`src/shared/pulse_cmd_pkg.sv`:
```
// Package: register map, field layout, reset values and timing for the velocity pulse command block
`default_nettype none
package pulse_cmd_pkg;
  // Register byte offsets (one aligned 32-bit word each)
  localparam logic [7:0] CTRL_OFS = 8'h00;
  localparam logic [7:0] OUT_SEL_OFS = 8'h04;
  localparam logic [7:0] FREQ_OFS = 8'h08;
  localparam logic [7:0] DUTY_OFS = 8'h0C;
  localparam logic [7:0] STEPS_OFS = 8'h10;
  localparam logic [7:0] STATUS_OFS = 8'h14;
  localparam logic [7:0] IRQ_STAT_OFS = 8'h18;
  localparam logic [7:0] IRQ_MASK_OFS = 8'h1C;
  localparam logic [7:0] ERR_INFO_OFS = 8'h20;
  localparam logic [7:0] EMITTED_OFS = 8'h24;
  // Control register bit positions
  localparam int CTRL_VELO_BIT = 0;
  localparam int CTRL_SAVE_BIT = 1;
  localparam int CTRL_RDERR_BIT = 2;
  localparam int CTRL_DIR_BIT = 3;
  localparam int CTRL_EN_BIT = 4;
  // Status register bit positions
  localparam int ST_SUCCESS_BIT = 0;
  localparam int ST_ERROR_BIT = 1;
  localparam int ST_BUSY_BIT = 2;
  localparam int ST_RUN_BIT = 3;
  // Interrupt status bit positions
  localparam int IRQ_DONE_BIT = 0;
  localparam int IRQ_ERR_BIT = 1;
  localparam int IRQ_TRAIN_BIT = 2;
  localparam int IRQ_SAVE_BIT = 3;
  localparam int IRQ_W = 4;
  // Error codes
  localparam logic [7:0] ERR_NONE = 8'h00;
  localparam logic [7:0] ERR_FREQ = 8'h01;
  localparam logic [7:0] ERR_DUTY = 8'h02;
  localparam logic [7:0] ERR_BUSY = 8'h03;
  localparam logic [7:0] ERR_FLASH = 8'h04;
  // Reset values and the continuous-run step count
  localparam logic [15:0] FREQ_RST = 16'h03E8;
  localparam logic [7:0] DUTY_RST = 8'h00;
  localparam logic [31:0] STEPS_RST = 32'h0000_0000;
  localparam logic [31:0] STEPS_CONT = 32'hFFFF_FFFF;
  // Frequency limits in Hz, clock rate, and duty cycle default and maximum
  localparam int FREQ_MIN_HZ = 20;
  localparam int FREQ_MAX_BASIC_HZ = 25000;
  localparam int FREQ_MAX_ENH_HZ = 250000;
  localparam int CLK_HZ = 100_000_000;
  localparam int DUTY_DEFAULT = 50;
  localparam int DUTY_MAX = 99;
  // Minimum cycles spent writing the preset table to flash before its done answer is taken; a fail answer is taken at once
  localparam int FLASH_WRITE_CYCLES = 64;
endpackage
`default_nettype wire

```
`src/rtl/pulse_train_gen.sv`:
```
// Pulse train generator: period/on-time counter with pulse counting
`default_nettype none
module pulse_train_gen (
  // Clock and reset
  input wire logic clock,
  input wire logic rstn,
  // Control
  input wire logic run,
  input wire logic [31:0] period,
  input wire logic [31:0] on_cycles,
  input wire logic [31:0] steps,
  // Result
  output logic pulse,
  output logic [31:0] emitted,
  output logic done
);
  typedef struct packed {
    logic [31:0] phase;
    logic [31:0] count;
    logic pulse;
    logic done;
  } state_t;
  state_t s_q, s_d;
  logic cont;

  assign cont = (steps == pulse_cmd_pkg::STEPS_CONT);

  always_comb begin
    s_d = s_q;
    s_d.done = 1'b0;
    if (!run) begin
      s_d.phase = '0;
      s_d.count = '0;
      s_d.pulse = 1'b0;
    end else if (!cont && s_q.count >= steps) begin
      s_d.pulse = 1'b0;
    end else begin
      s_d.pulse = (s_q.phase < on_cycles);
      if (s_q.phase + 32'd1 >= period) begin
        s_d.phase = '0;
        if (!cont) begin
          s_d.count = s_q.count + 32'd1;
          s_d.done = (s_q.count + 32'd1 == steps);
        end
      end else begin
        s_d.phase = s_q.phase + 32'd1;
      end
    end
  end

  always_ff @(posedge clock or negedge rstn) begin
    if (!rstn) begin
      s_q <= '0;
    end else begin
      s_q <= s_d;
    end
  end

  assign pulse = s_q.pulse;
  assign emitted = s_q.count;
  assign done = s_q.done;
endmodule
`default_nettype wire

```
`src/rtl/velocity_pulse_command.sv`:
```
// Velocity pulse command block: Wishbone registers, command sequencer and four pulse outputs
// Notes on behaviour
// - When idle, a rising edge of the velocity trigger loads the command and its parameters onto the chosen output; while one is loaded it raises the busy error.
// - A command may take many cycles and ends with exactly one of success or error set.
// - With error set, the read-error trigger latches extended error information for software to read.
// - An output selector picks which of the four pulse outputs is driven.
// - The pulse rate is accepted from 20 Hz to 25 kHz, or to 65535 Hz (the top of the 16-bit rate field) on the enhanced variant.
// - A 32-bit step count sets how many pulses the chosen output emits.
// - A step count of all ones runs the output continuously.
// - A rising edge of the save trigger copies the edited preset table into flash.
`default_nettype none
module velocity_pulse_command #(
  parameter int NUM_OUTPUTS = 4,
  parameter bit ENHANCED = 1'b0
) (
  // Clock and reset
  input wire logic clock,
  input wire logic rstn,
  // Wishbone classic slave
  input wire logic wb_cyc_i,
  input wire logic wb_stb_i,
  input wire logic wb_we_i,
  input wire logic [7:0] wb_adr_i,
  input wire logic [31:0] wb_dat_i,
  input wire logic [3:0] wb_sel_i,
  output logic [31:0] wb_dat_o,
  output logic wb_ack_o,
  // Flash write port for the preset table
  output logic flash_req,
  input wire logic flash_done,
  input wire logic flash_fail,
  // Pulse outputs
  output logic [NUM_OUTPUTS-1:0] pulse_out,
  output logic [NUM_OUTPUTS-1:0] dir_out,
  // Interrupt
  output logic irq
);
  // The output selector is two bits wide, so only four outputs can be served
  if (NUM_OUTPUTS != 4) begin : g_bad_outputs
    $error("NUM_OUTPUTS must be 4");
  end

  localparam int IRQ_W_L = pulse_cmd_pkg::IRQ_W;

  typedef enum logic [2:0] {IDLE, CHECK, LOADED, SAVING} phase_t;

  typedef struct packed {
    phase_t phase;
    logic [4:0] ctrl;
    logic [1:0] out_sel;
    logic [15:0] freq;
    logic [7:0] duty;
    logic [31:0] steps;
    logic success;
    logic error;
    logic [7:0] err_code;
    logic [7:0] err_info;
    logic [IRQ_W_L-1:0] irq_stat;
    logic [IRQ_W_L-1:0] irq_mask;
    logic [1:0] act_sel;
    logic [31:0] period;
    logic [31:0] on_cyc;
    logic [31:0] act_steps;
    logic [15:0] flash_cnt;
    logic [31:0] rdata;
    logic ack;
  } state_t;

  state_t s_q, s_d;
  logic wr, rd_ack_cycle;
  logic [31:0] wmask;
  logic velo_rise, save_rise, rderr_rise;
  logic run;
  logic gen_pulse, gen_done;
  logic [31:0] emitted;
  logic [31:0] max_hz;
  logic [IRQ_W_L-1:0] ev;
  logic [7:0] duty_eff;

  assign max_hz = ENHANCED ? 32'(pulse_cmd_pkg::FREQ_MAX_ENH_HZ) : 32'(pulse_cmd_pkg::FREQ_MAX_BASIC_HZ);
  assign wr = wb_cyc_i && wb_stb_i && wb_we_i && !s_q.ack;
  assign rd_ack_cycle = wb_cyc_i && wb_stb_i && !s_q.ack;
  assign wmask = {{8{wb_sel_i[3]}}, {8{wb_sel_i[2]}}, {8{wb_sel_i[1]}}, {8{wb_sel_i[0]}}};
  assign run = (s_q.phase == LOADED) && s_q.ctrl[pulse_cmd_pkg::CTRL_EN_BIT];
  assign duty_eff = (s_q.duty == 8'h00) ? 8'(pulse_cmd_pkg::DUTY_DEFAULT) : s_q.duty;

  always_comb begin
    s_d = s_q;
    ev = '0;
    velo_rise = 1'b0;
    save_rise = 1'b0;
    rderr_rise = 1'b0;
    s_d.ack = rd_ack_cycle;
    // Register writes
    if (wr) begin
      if (wb_adr_i == pulse_cmd_pkg::CTRL_OFS) begin
        // Triggers only count when the control byte lane is really written
        if (wb_sel_i[0]) begin
          velo_rise = wb_dat_i[pulse_cmd_pkg::CTRL_VELO_BIT] && !s_q.ctrl[pulse_cmd_pkg::CTRL_VELO_BIT];
          save_rise = wb_dat_i[pulse_cmd_pkg::CTRL_SAVE_BIT] && !s_q.ctrl[pulse_cmd_pkg::CTRL_SAVE_BIT];
          rderr_rise = wb_dat_i[pulse_cmd_pkg::CTRL_RDERR_BIT] && !s_q.ctrl[pulse_cmd_pkg::CTRL_RDERR_BIT];
          s_d.ctrl = wb_dat_i[4:0];
        end
      end else if (wb_adr_i == pulse_cmd_pkg::OUT_SEL_OFS) begin
        if (wb_sel_i[0]) s_d.out_sel = wb_dat_i[1:0];
      end else if (wb_adr_i == pulse_cmd_pkg::FREQ_OFS) begin
        s_d.freq = (s_q.freq & ~wmask[15:0]) | (wb_dat_i[15:0] & wmask[15:0]);
      end else if (wb_adr_i == pulse_cmd_pkg::DUTY_OFS) begin
        if (wb_sel_i[0]) s_d.duty = wb_dat_i[7:0];
      end else if (wb_adr_i == pulse_cmd_pkg::STEPS_OFS) begin
        s_d.steps = (s_q.steps & ~wmask) | (wb_dat_i & wmask);
      end else if (wb_adr_i == pulse_cmd_pkg::IRQ_MASK_OFS) begin
        if (wb_sel_i[0]) s_d.irq_mask = wb_dat_i[IRQ_W_L-1:0];
      end
    end
    // Command sequencer
    case (s_q.phase)
      IDLE: begin
        if (velo_rise) begin
          s_d.success = 1'b0;
          s_d.error = 1'b0;
          s_d.phase = CHECK;
        end else if (save_rise) begin
          s_d.success = 1'b0;
          s_d.error = 1'b0;
          s_d.flash_cnt = '0;
          s_d.phase = SAVING;
        end
      end
      CHECK: begin
        if (32'(s_q.freq) < 32'(pulse_cmd_pkg::FREQ_MIN_HZ) || 32'(s_q.freq) > max_hz) begin
          s_d.error = 1'b1;
          s_d.err_code = pulse_cmd_pkg::ERR_FREQ;
          ev[pulse_cmd_pkg::IRQ_ERR_BIT] = 1'b1;
          s_d.phase = IDLE;
        end else if (32'(s_q.duty) > 32'(pulse_cmd_pkg::DUTY_MAX)) begin
          s_d.error = 1'b1;
          s_d.err_code = pulse_cmd_pkg::ERR_DUTY;
          ev[pulse_cmd_pkg::IRQ_ERR_BIT] = 1'b1;
          s_d.phase = IDLE;
        end else begin
          s_d.act_sel = s_q.out_sel;
          s_d.period = 32'(pulse_cmd_pkg::CLK_HZ) / 32'(s_q.freq);
          s_d.on_cyc = (32'(pulse_cmd_pkg::CLK_HZ) / 32'(s_q.freq)) * 32'(duty_eff) / 32'd100;
          s_d.act_steps = s_q.steps;
          s_d.success = 1'b1;
          s_d.err_code = pulse_cmd_pkg::ERR_NONE;
          ev[pulse_cmd_pkg::IRQ_DONE_BIT] = 1'b1;
          s_d.phase = LOADED;
        end
      end
      LOADED: begin
        if (gen_done) ev[pulse_cmd_pkg::IRQ_TRAIN_BIT] = 1'b1;
        if (velo_rise) begin
          s_d.success = 1'b0;
          s_d.error = 1'b1;
          s_d.err_code = pulse_cmd_pkg::ERR_BUSY;
          ev[pulse_cmd_pkg::IRQ_ERR_BIT] = 1'b1;
        end else if (s_q.ctrl[pulse_cmd_pkg::CTRL_EN_BIT] && !s_d.ctrl[pulse_cmd_pkg::CTRL_EN_BIT]) begin
          // Clearing enable retires the loaded command so a new one can be taken
          s_d.phase = IDLE;
        end else if (!s_q.ctrl[pulse_cmd_pkg::CTRL_EN_BIT] && save_rise) begin
          s_d.success = 1'b0;
          s_d.error = 1'b0;
          s_d.flash_cnt = '0;
          s_d.phase = SAVING;
        end
      end
      SAVING: begin
        s_d.flash_cnt = s_q.flash_cnt + 16'd1;
        if (flash_fail) begin
          s_d.error = 1'b1;
          s_d.err_code = pulse_cmd_pkg::ERR_FLASH;
          ev[pulse_cmd_pkg::IRQ_ERR_BIT] = 1'b1;
          s_d.phase = IDLE;
        end else if (flash_done && 32'(s_q.flash_cnt) >= 32'(pulse_cmd_pkg::FLASH_WRITE_CYCLES)) begin
          s_d.success = 1'b1;
          ev[pulse_cmd_pkg::IRQ_SAVE_BIT] = 1'b1;
          s_d.phase = IDLE;
        end
      end
      default: s_d.phase = IDLE;
    endcase
    if (rderr_rise && s_q.error) begin
      s_d.err_info = s_q.err_code;
    end
    // Sticky interrupt status: write one clears, a new event wins
    if (wr && wb_adr_i == pulse_cmd_pkg::IRQ_STAT_OFS && wb_sel_i[0]) begin
      s_d.irq_stat = s_q.irq_stat & ~wb_dat_i[IRQ_W_L-1:0];
    end
    s_d.irq_stat = s_d.irq_stat | ev;
    // Read data
    s_d.rdata = 32'h0000_0000;
    if (wb_adr_i == pulse_cmd_pkg::CTRL_OFS) begin
      s_d.rdata = 32'(s_q.ctrl);
    end else if (wb_adr_i == pulse_cmd_pkg::OUT_SEL_OFS) begin
      s_d.rdata = 32'(s_q.out_sel);
    end else if (wb_adr_i == pulse_cmd_pkg::FREQ_OFS) begin
      s_d.rdata = 32'(s_q.freq);
    end else if (wb_adr_i == pulse_cmd_pkg::DUTY_OFS) begin
      s_d.rdata = 32'(s_q.duty);
    end else if (wb_adr_i == pulse_cmd_pkg::STEPS_OFS) begin
      s_d.rdata = s_q.steps;
    end else if (wb_adr_i == pulse_cmd_pkg::STATUS_OFS) begin
      s_d.rdata = {28'h000_0000, run, (s_q.phase == CHECK || s_q.phase == SAVING), s_q.error, s_q.success};
    end else if (wb_adr_i == pulse_cmd_pkg::IRQ_STAT_OFS) begin
      s_d.rdata = 32'(s_q.irq_stat);
    end else if (wb_adr_i == pulse_cmd_pkg::IRQ_MASK_OFS) begin
      s_d.rdata = 32'(s_q.irq_mask);
    end else if (wb_adr_i == pulse_cmd_pkg::ERR_INFO_OFS) begin
      s_d.rdata = 32'(s_q.err_info);
    end else if (wb_adr_i == pulse_cmd_pkg::EMITTED_OFS) begin
      s_d.rdata = emitted;
    end
  end

  always_ff @(posedge clock or negedge rstn) begin
    if (!rstn) begin
      s_q <= '0;
      s_q.phase <= IDLE;
      s_q.freq <= pulse_cmd_pkg::FREQ_RST;
      s_q.duty <= pulse_cmd_pkg::DUTY_RST;
      s_q.steps <= pulse_cmd_pkg::STEPS_RST;
    end else begin
      s_q <= s_d;
    end
  end

  pulse_train_gen u_gen (
    .clock(clock),
    .rstn(rstn),
    .run(run),
    .period(s_q.period),
    .on_cycles(s_q.on_cyc),
    .steps(s_q.act_steps),
    .pulse(gen_pulse),
    .emitted(emitted),
    .done(gen_done)
  );

  always_comb begin
    pulse_out = '0;
    dir_out = '0;
    pulse_out[s_q.act_sel] = gen_pulse;
    dir_out[s_q.act_sel] = s_q.ctrl[pulse_cmd_pkg::CTRL_DIR_BIT] && (s_q.phase == LOADED);
  end

  assign flash_req = (s_q.phase == SAVING);
  assign wb_ack_o = s_q.ack;
  assign wb_dat_o = s_q.rdata;
  assign irq = |(s_q.irq_stat & s_q.irq_mask);
endmodule
`default_nettype wire

```
`config.mk`:
```
export PLATFORM = sky130hd
export DESIGN_NAME = velocity_pulse_command
export DESIGN_NICKNAME = d
export VERILOG_FILES = /design/src/shared/pulse_cmd_pkg.sv /design/src/rtl/pulse_train_gen.sv /design/src/rtl/velocity_pulse_command.sv
export SDC_FILE = /design/constraint.sdc
export NUM_CORES = 2
export LEC_CHECK = 0
export BUFFER_PORTS_ARGS = -buffer_cell sky130_fd_sc_hd__buf_4
export CAP_MARGIN = 20
export CORE_UTILIZATION = 50
export DETAILED_ROUTE_END_ITERATION = 8
export PLACE_DENSITY = 0.65
export SLEW_MARGIN = 15
export SYNTH_ARGS = -nofsm -noshare
export SYNTH_HDL_FRONTEND = slang
export SYNTH_SLANG_ARGS = --single-unit
```
`constraint.sdc`:
```
create_clock -name clock -period 286.5 [get_ports clock]
set_clock_uncertainty 0.15 [all_clocks]
set_input_delay 28.65 -clock clock [delete_from_list [all_inputs] [get_ports clock]]
set_output_delay 28.65 -clock clock [all_outputs]
set_load 0.05 [all_outputs]
```
== Word-level counts from Yosys, hierarchy flattened ==
Cells that the tools add are included.
Cells by class
  $add $sub $neg: 3
  multipliers: 1
  divide/modulo/power cells: 2
  $lt $le $gt $ge: 9
  equal/unequal tests: 34
  mux-type cells: 91
  bitwise operators: 21
  reductions and logical operators: 46
Operator list (count)
  two-way mux 32 bit: 15
  two-way mux 16 bit: 6
  two-way mux 65 bit: 1
  adder 32 x 1 -> 32 bit (second input constant): 2
  AND 32 bit: 2
  greater-or-equal comparator 32 bit: 2
  two-way mux 64 bit: 1
  two-way mux 63 bit: 1
  two-way mux 58 bit: 1
  two-way mux 56 bit: 1
  case mux 16 bit (3 select lines): 1
  two-way mux 40 bit: 1
  AND 16 bit: 2
  divider 27 x 16 -> 32 bit (first input constant): 1
  divider 32 x 7 -> 32 bit (second input constant): 1
  equality test 32 bit: 1
  equality test 32 bit (second input constant): 1
  equality test 8 x 5 -> 1 bit (second input constant): 4
  < comparator 32 bit: 1
  multiplier 32 x 8 -> 32 bit: 1
  two-way mux 1 bit: 32
  two-way mux 8 bit: 4
  inverter 32 bit: 1
  OR 32 bit: 1
  44 further kinds: 123
Storage, ports and cells
  flip-flop bits (word level): 305
  input bits: 51
  output and inout bits: 43
  logic and storage cells: 231

== Longest topological paths before layout ==
  depth in word-level cells: 14
  gate-level depth with buffers: 645
  gate-level depth less buffers: 584

== Cells and area by module ==
A second synthesis with hierarchy kept.
Second synthesis, totals
  cells, all modules: 6656
  area total of the unflattened synthesis: 50474.7 µm²
Modules (own cells, without submodules)
  velocity_pulse_command: instances 1, cells each 5767, area each 43261.5 µm², sequential area each 5562.8 µm²
  pulse_train_gen: instances 1, cells each 889, area each 7213.2 µm², sequential area each 1651.6 µm²

== Worst setup path after synthesis ==
No wires, ideal clock.
  path type: register -> register
  start: reg with a tool-made name
  end: reg s_q[82] (netlist bit)
  library setup time: 0.125 ns
  data arrival time: 111.762 ns
  data required time: 286.225 ns
  slack: 174.463 ns
  cell stages (with the launch flop): 623
  buffers on the path: 60
  clock period less this slack: 112.037 ns
  cells stage by stage: dfrtp_1 > buf_2 > inv_1 > clkbuf_1 > clkbuf_1 > buf_2 > ha_1 > or3b_2 > nor2_1 > ha_1 > a21oi_1 > nor2_1 > nand2_1 > mux2_2 > ha_1 > o2bb2ai_1 > mux2i_1 > nor2_1 > [... 587 more ...] > nand2_1 > maj3_1 > xnor2_2 > mux2_2 > a211o_1 > a21oi_1 > xnor2_1 > and3_1 > o31ai_1 > mux2i_1 > o22ai_2 > nor2_1 > nor4b_2 > nor3_1 > and4b_1 > a211oi_2 > o21bai_1 > mux2_2
RTL lines
  end, declared: RTL line velocity_pulse_command.sv:69  | state_t s_q, s_d;

==> results.json <==
{
  "outcome": "finished, final reports clean",
  "holdBufCountCts": 0,
  "yosys.area_share.simple_pct": 21.92,
  "final_core_util_pct": 53.53,
  "synth-seq-cells": 288,
  "grt_max_degree": 98,
  "synthArstFlopShare_pct": 100.0,
  "syn2layout_area_growth_pct": 5.821,
  "dp_slack_ps": 166670,
  "final_hold_viol_count": 0,
  "rows": 115,
  "cp_common_cell": "o21ai_0",
  "drt_drc_violations_left": 0,
  "wl_per_cell_um": 19.39,
  "path_clk_slew_ps": 60,
  "worst_slack_ps": 164640,
  "muxShareOfSynthArea_pct": 5.162,
  "cts-resized-gates": 0,
  "hp-class": "reg2reg",
  "clkLatencyLatePin_ps": 560,
  "fp.dieH_um": 318.0,
  "hold_slack_ps": 314.2,
  "io_pins": 94,
  "cts_sinks": 288,
  "fill_cells": 9515,
  "ant_nets": 0,
  "htreeDepth": 2,
  "grt.overflow.total": 0,
  "multiInputGateArea_um2": 39940,
  "cts_root_buffer": "clkbuf_16",
  "netlist_area_um2": 49930,
  "routed_wl_mm": 149.6,
  "ys_seq_area_share_pct": 14.45,
  "worst_pin_slew_ps": 1127,
  "tritoncts": "yes",
  "start_util_pct": 50.59,
  "drv_slew": 0,
  "die_area_um2": 101100,
  "slew_headroom_pct": 24.56,
  "drive_gt1_share_pct": 8.757,
  "syn-mean-instance-area_um2": 7.712,
  "crit_slowest_cell": "a311oi_2",
  "ff_latch_area_um2": 7216,
  "rsz0062_at_grt": "false",
  "port_buffers": 93,
  "synth_fa_ha_area_share_pct": 18.79,
  "routed_via_density": 6.178,
  "synthCells": 6475,
  "crit_fanout": 48,
  "core_um2": 98710,
  "dpl.hpwl_mm": 116.1,
  "startpoint_type": "register",
  "synth_edf_count": 0,
  "path_class": "reg2reg",
  "grt_pass1_vias": 45750,
  "setup_viol": 0,
  "max_clock_freq_mhz": 8.206,
  "synthXorXnorAreaFrac_pct": 7.793,
  "grt_pass1_wl_mm": 242.3,
  "fp.dieW_um": 318.0,
  "end_kind": "register",
  "synth_cell_types": 147,
  "fin_crit_ps": 121870,
  "cp.arrival_ps": 122130,
  "final_cell_mix": "nand2_1, nor2_1, ha_1",
  "yosys_most_used_dff": "dfrtp_1",
  "drt_iter0_markers": 3809,
  "antenna_found_initial": 4,
  "grt_usage_pct": 28.86,
  "post_cts_buffers": 0,
  "ys_warn_count": 0,
  "required_ps": 286770,
  "clk_path_buf_depth": 3,
  "synth_compound_area_share_pct": 26.12,
  "fin_crit_sh_pct": 42.54,
  "synth_top_family_by_area": "compound AO/OA/AOI/OAI gates",
  "nNetsFinal": 7107,
  "critPathMaxStageDelay_ps": 850,
  "fin_setup_tns_ps": 0,
  "first_pass_iters": 6,
  "gp_congestion": 0.9835,
  "cts_made_buffers": 35,
  "via_count": 47680,
  "final_common_cell": "nand2_1",
  "maxCapViolations": 0,
  "synth_fp_nets": 7176
}
-- Yosys cell counts, types with 17 or more instances --
| cell type | n | area [µm²] |
|---|---|---|
| nand2_1 | 620 | 2327 |
| nor2_1 | 620 | 2327 |
| ha_1 | 494 | 6181 |
| o21ai_0 | 437 | 2187 |
| inv_1 | 422 | 1584 |
| a21oi_1 | 411 | 2057 |
| dfrtp_1 | 282 | 7057 |
| xnor2_1 | 269 | 2356 |
| a21o_1 | 205 | 1539 |
| clkbuf_1 | 175 | 656.9 |
| mux2_2 | 171 | 1926 |
| nand2b_1 | 170 | 1064 |
| fa_1 | 156 | 3123 |
| nor3_1 | 156 | 780.8 |
| xor2_1 | 153 | 1340 |
| nand3_1 | 142 | 710.7 |
| o21a_1 | 123 | 923.4 |
| o31ai_1 | 109 | 818.3 |
| and2_1 | 107 | 669.4 |
| and3_1 | 75 | 469.2 |
| nand4_1 | 68 | 425.4 |
| nor2b_1 | 57 | 356.6 |
| buf_4 | 53 | 397.9 |
| mux2i_1 | 53 | 530.5 |
| a211oi_1 | 50 | 375.4 |
| a31oi_1 | 45 | 281.5 |
| o21bai_1 | 43 | 322.8 |
| o211ai_1 | 41 | 307.8 |
| or3_1 | 41 | 256.5 |
| a21boi_0 | 37 | 277.8 |
| o21ai_1 | 37 | 185.2 |
| nor4_1 | 33 | 206.5 |
| a32o_1 | 32 | 320.3 |
| buf_2 | 27 | 135.1 |
| a22o_1 | 24 | 210.2 |
| o22ai_1 | 21 | 131.4 |
| a211o_1 | 20 | 175.2 |
| a221oi_1 | 19 | 166.4 |
| buf_1 | 19 | 71.32 |
| nor3b_1 | 17 | 127.6 |
-- critical path: cells and delay by family, from the launching register on --
| family | cells | cell delay [ps] |
|---|---|---|
| fa+ha+maj | 36 | 11680 |
| buf+inv | 21 | 4340 |
| xor+xnor | 5 | 2080 |
| simple gates | 150 | 27320 |
| compound gates | 352 | 72440 |
| flops | 1 | 400 |
| mux | 8 | 2970 |
-- cell families (layout without fill, tap and decap cells) --
| logic type | Yosys count | after routing |
|---|---|---|
| multiplexers | 233 | 233 |
| XOR/XNOR | 432 | 432 |
| adder cells (fa/ha/maj) | 658 | 658 |
| other | 0 | 2 |
| AND/OR/NAND/NOR | 2238 | 2238 |
| flip-flops | 288 | 288 |
| AO/OA/AOI/OAI | 1926 | 1926 |
| buffers and inverters | 700 | 654 |
-- worst paths after layout --
kind | startpoint | slack [ps] | cells after the start | endpoint
hold / removal | wb_ack_o$_DFF_PN0_ | 310 | 1 | wb_ack_o$_DFF_PN0_
min in group asynchronous | rstn | 27970 | 1 | asynchronous set/reset pin
setup reg to reg | register | 164640 | 572 | s_q[82]$_DFFE_PN0P_
max in group asynchronous | rstn | 256770 | 2 | s_q[93]$_DFFE_PN0P_
hold reg to reg | wb_ack_o$_DFF_PN0_ | 310 | 1 | wb_ack_o$_DFF_PN0_
setup / recovery | register | 164640 | 572 | s_q[82]$_DFFE_PN0P_
-- metrics by stage --
| stage | cell area [µm²] | instances |
|---|---|---|
| after floorplan | 49930 | 6475 |
| after detailed placement | 51630 | 7655 |
| after global placement | 51630 | 7655 |
| after CTS | 52830 | 7715 |
| final | 52840 | 7718 |
| after global routing | 52830 | 7716 |
-- layout make-up --
cell class	count	area share (%)
Multi-Input combinational cell	5487	75.59
Sequential cell	288	13.66
Tap cell	1287	3.048
Inverter	424	3.012
Timing Repair Buffer	170	2.429
Clock buffer	46	1.868
Clock inverter	14	0.3883
Antenna cell	2	0.009472
-- layer usage --
metal | track usage [%] | vias to the layer above | share of wire (%)
met5 | 0 | - | 0.0074
met4 | 7.160 | 2 | 2.4
met3 | 3.229 | 231 | 6.2
met2 | 49.23 | 1477 | 47
met1 | 38.75 | 22800 | 45
li1 | - | 23170 | -
Power is left out: the tool's default activity adds up to more than one toggle a clock period on the data nets, which glitch-free logic cannot reach.
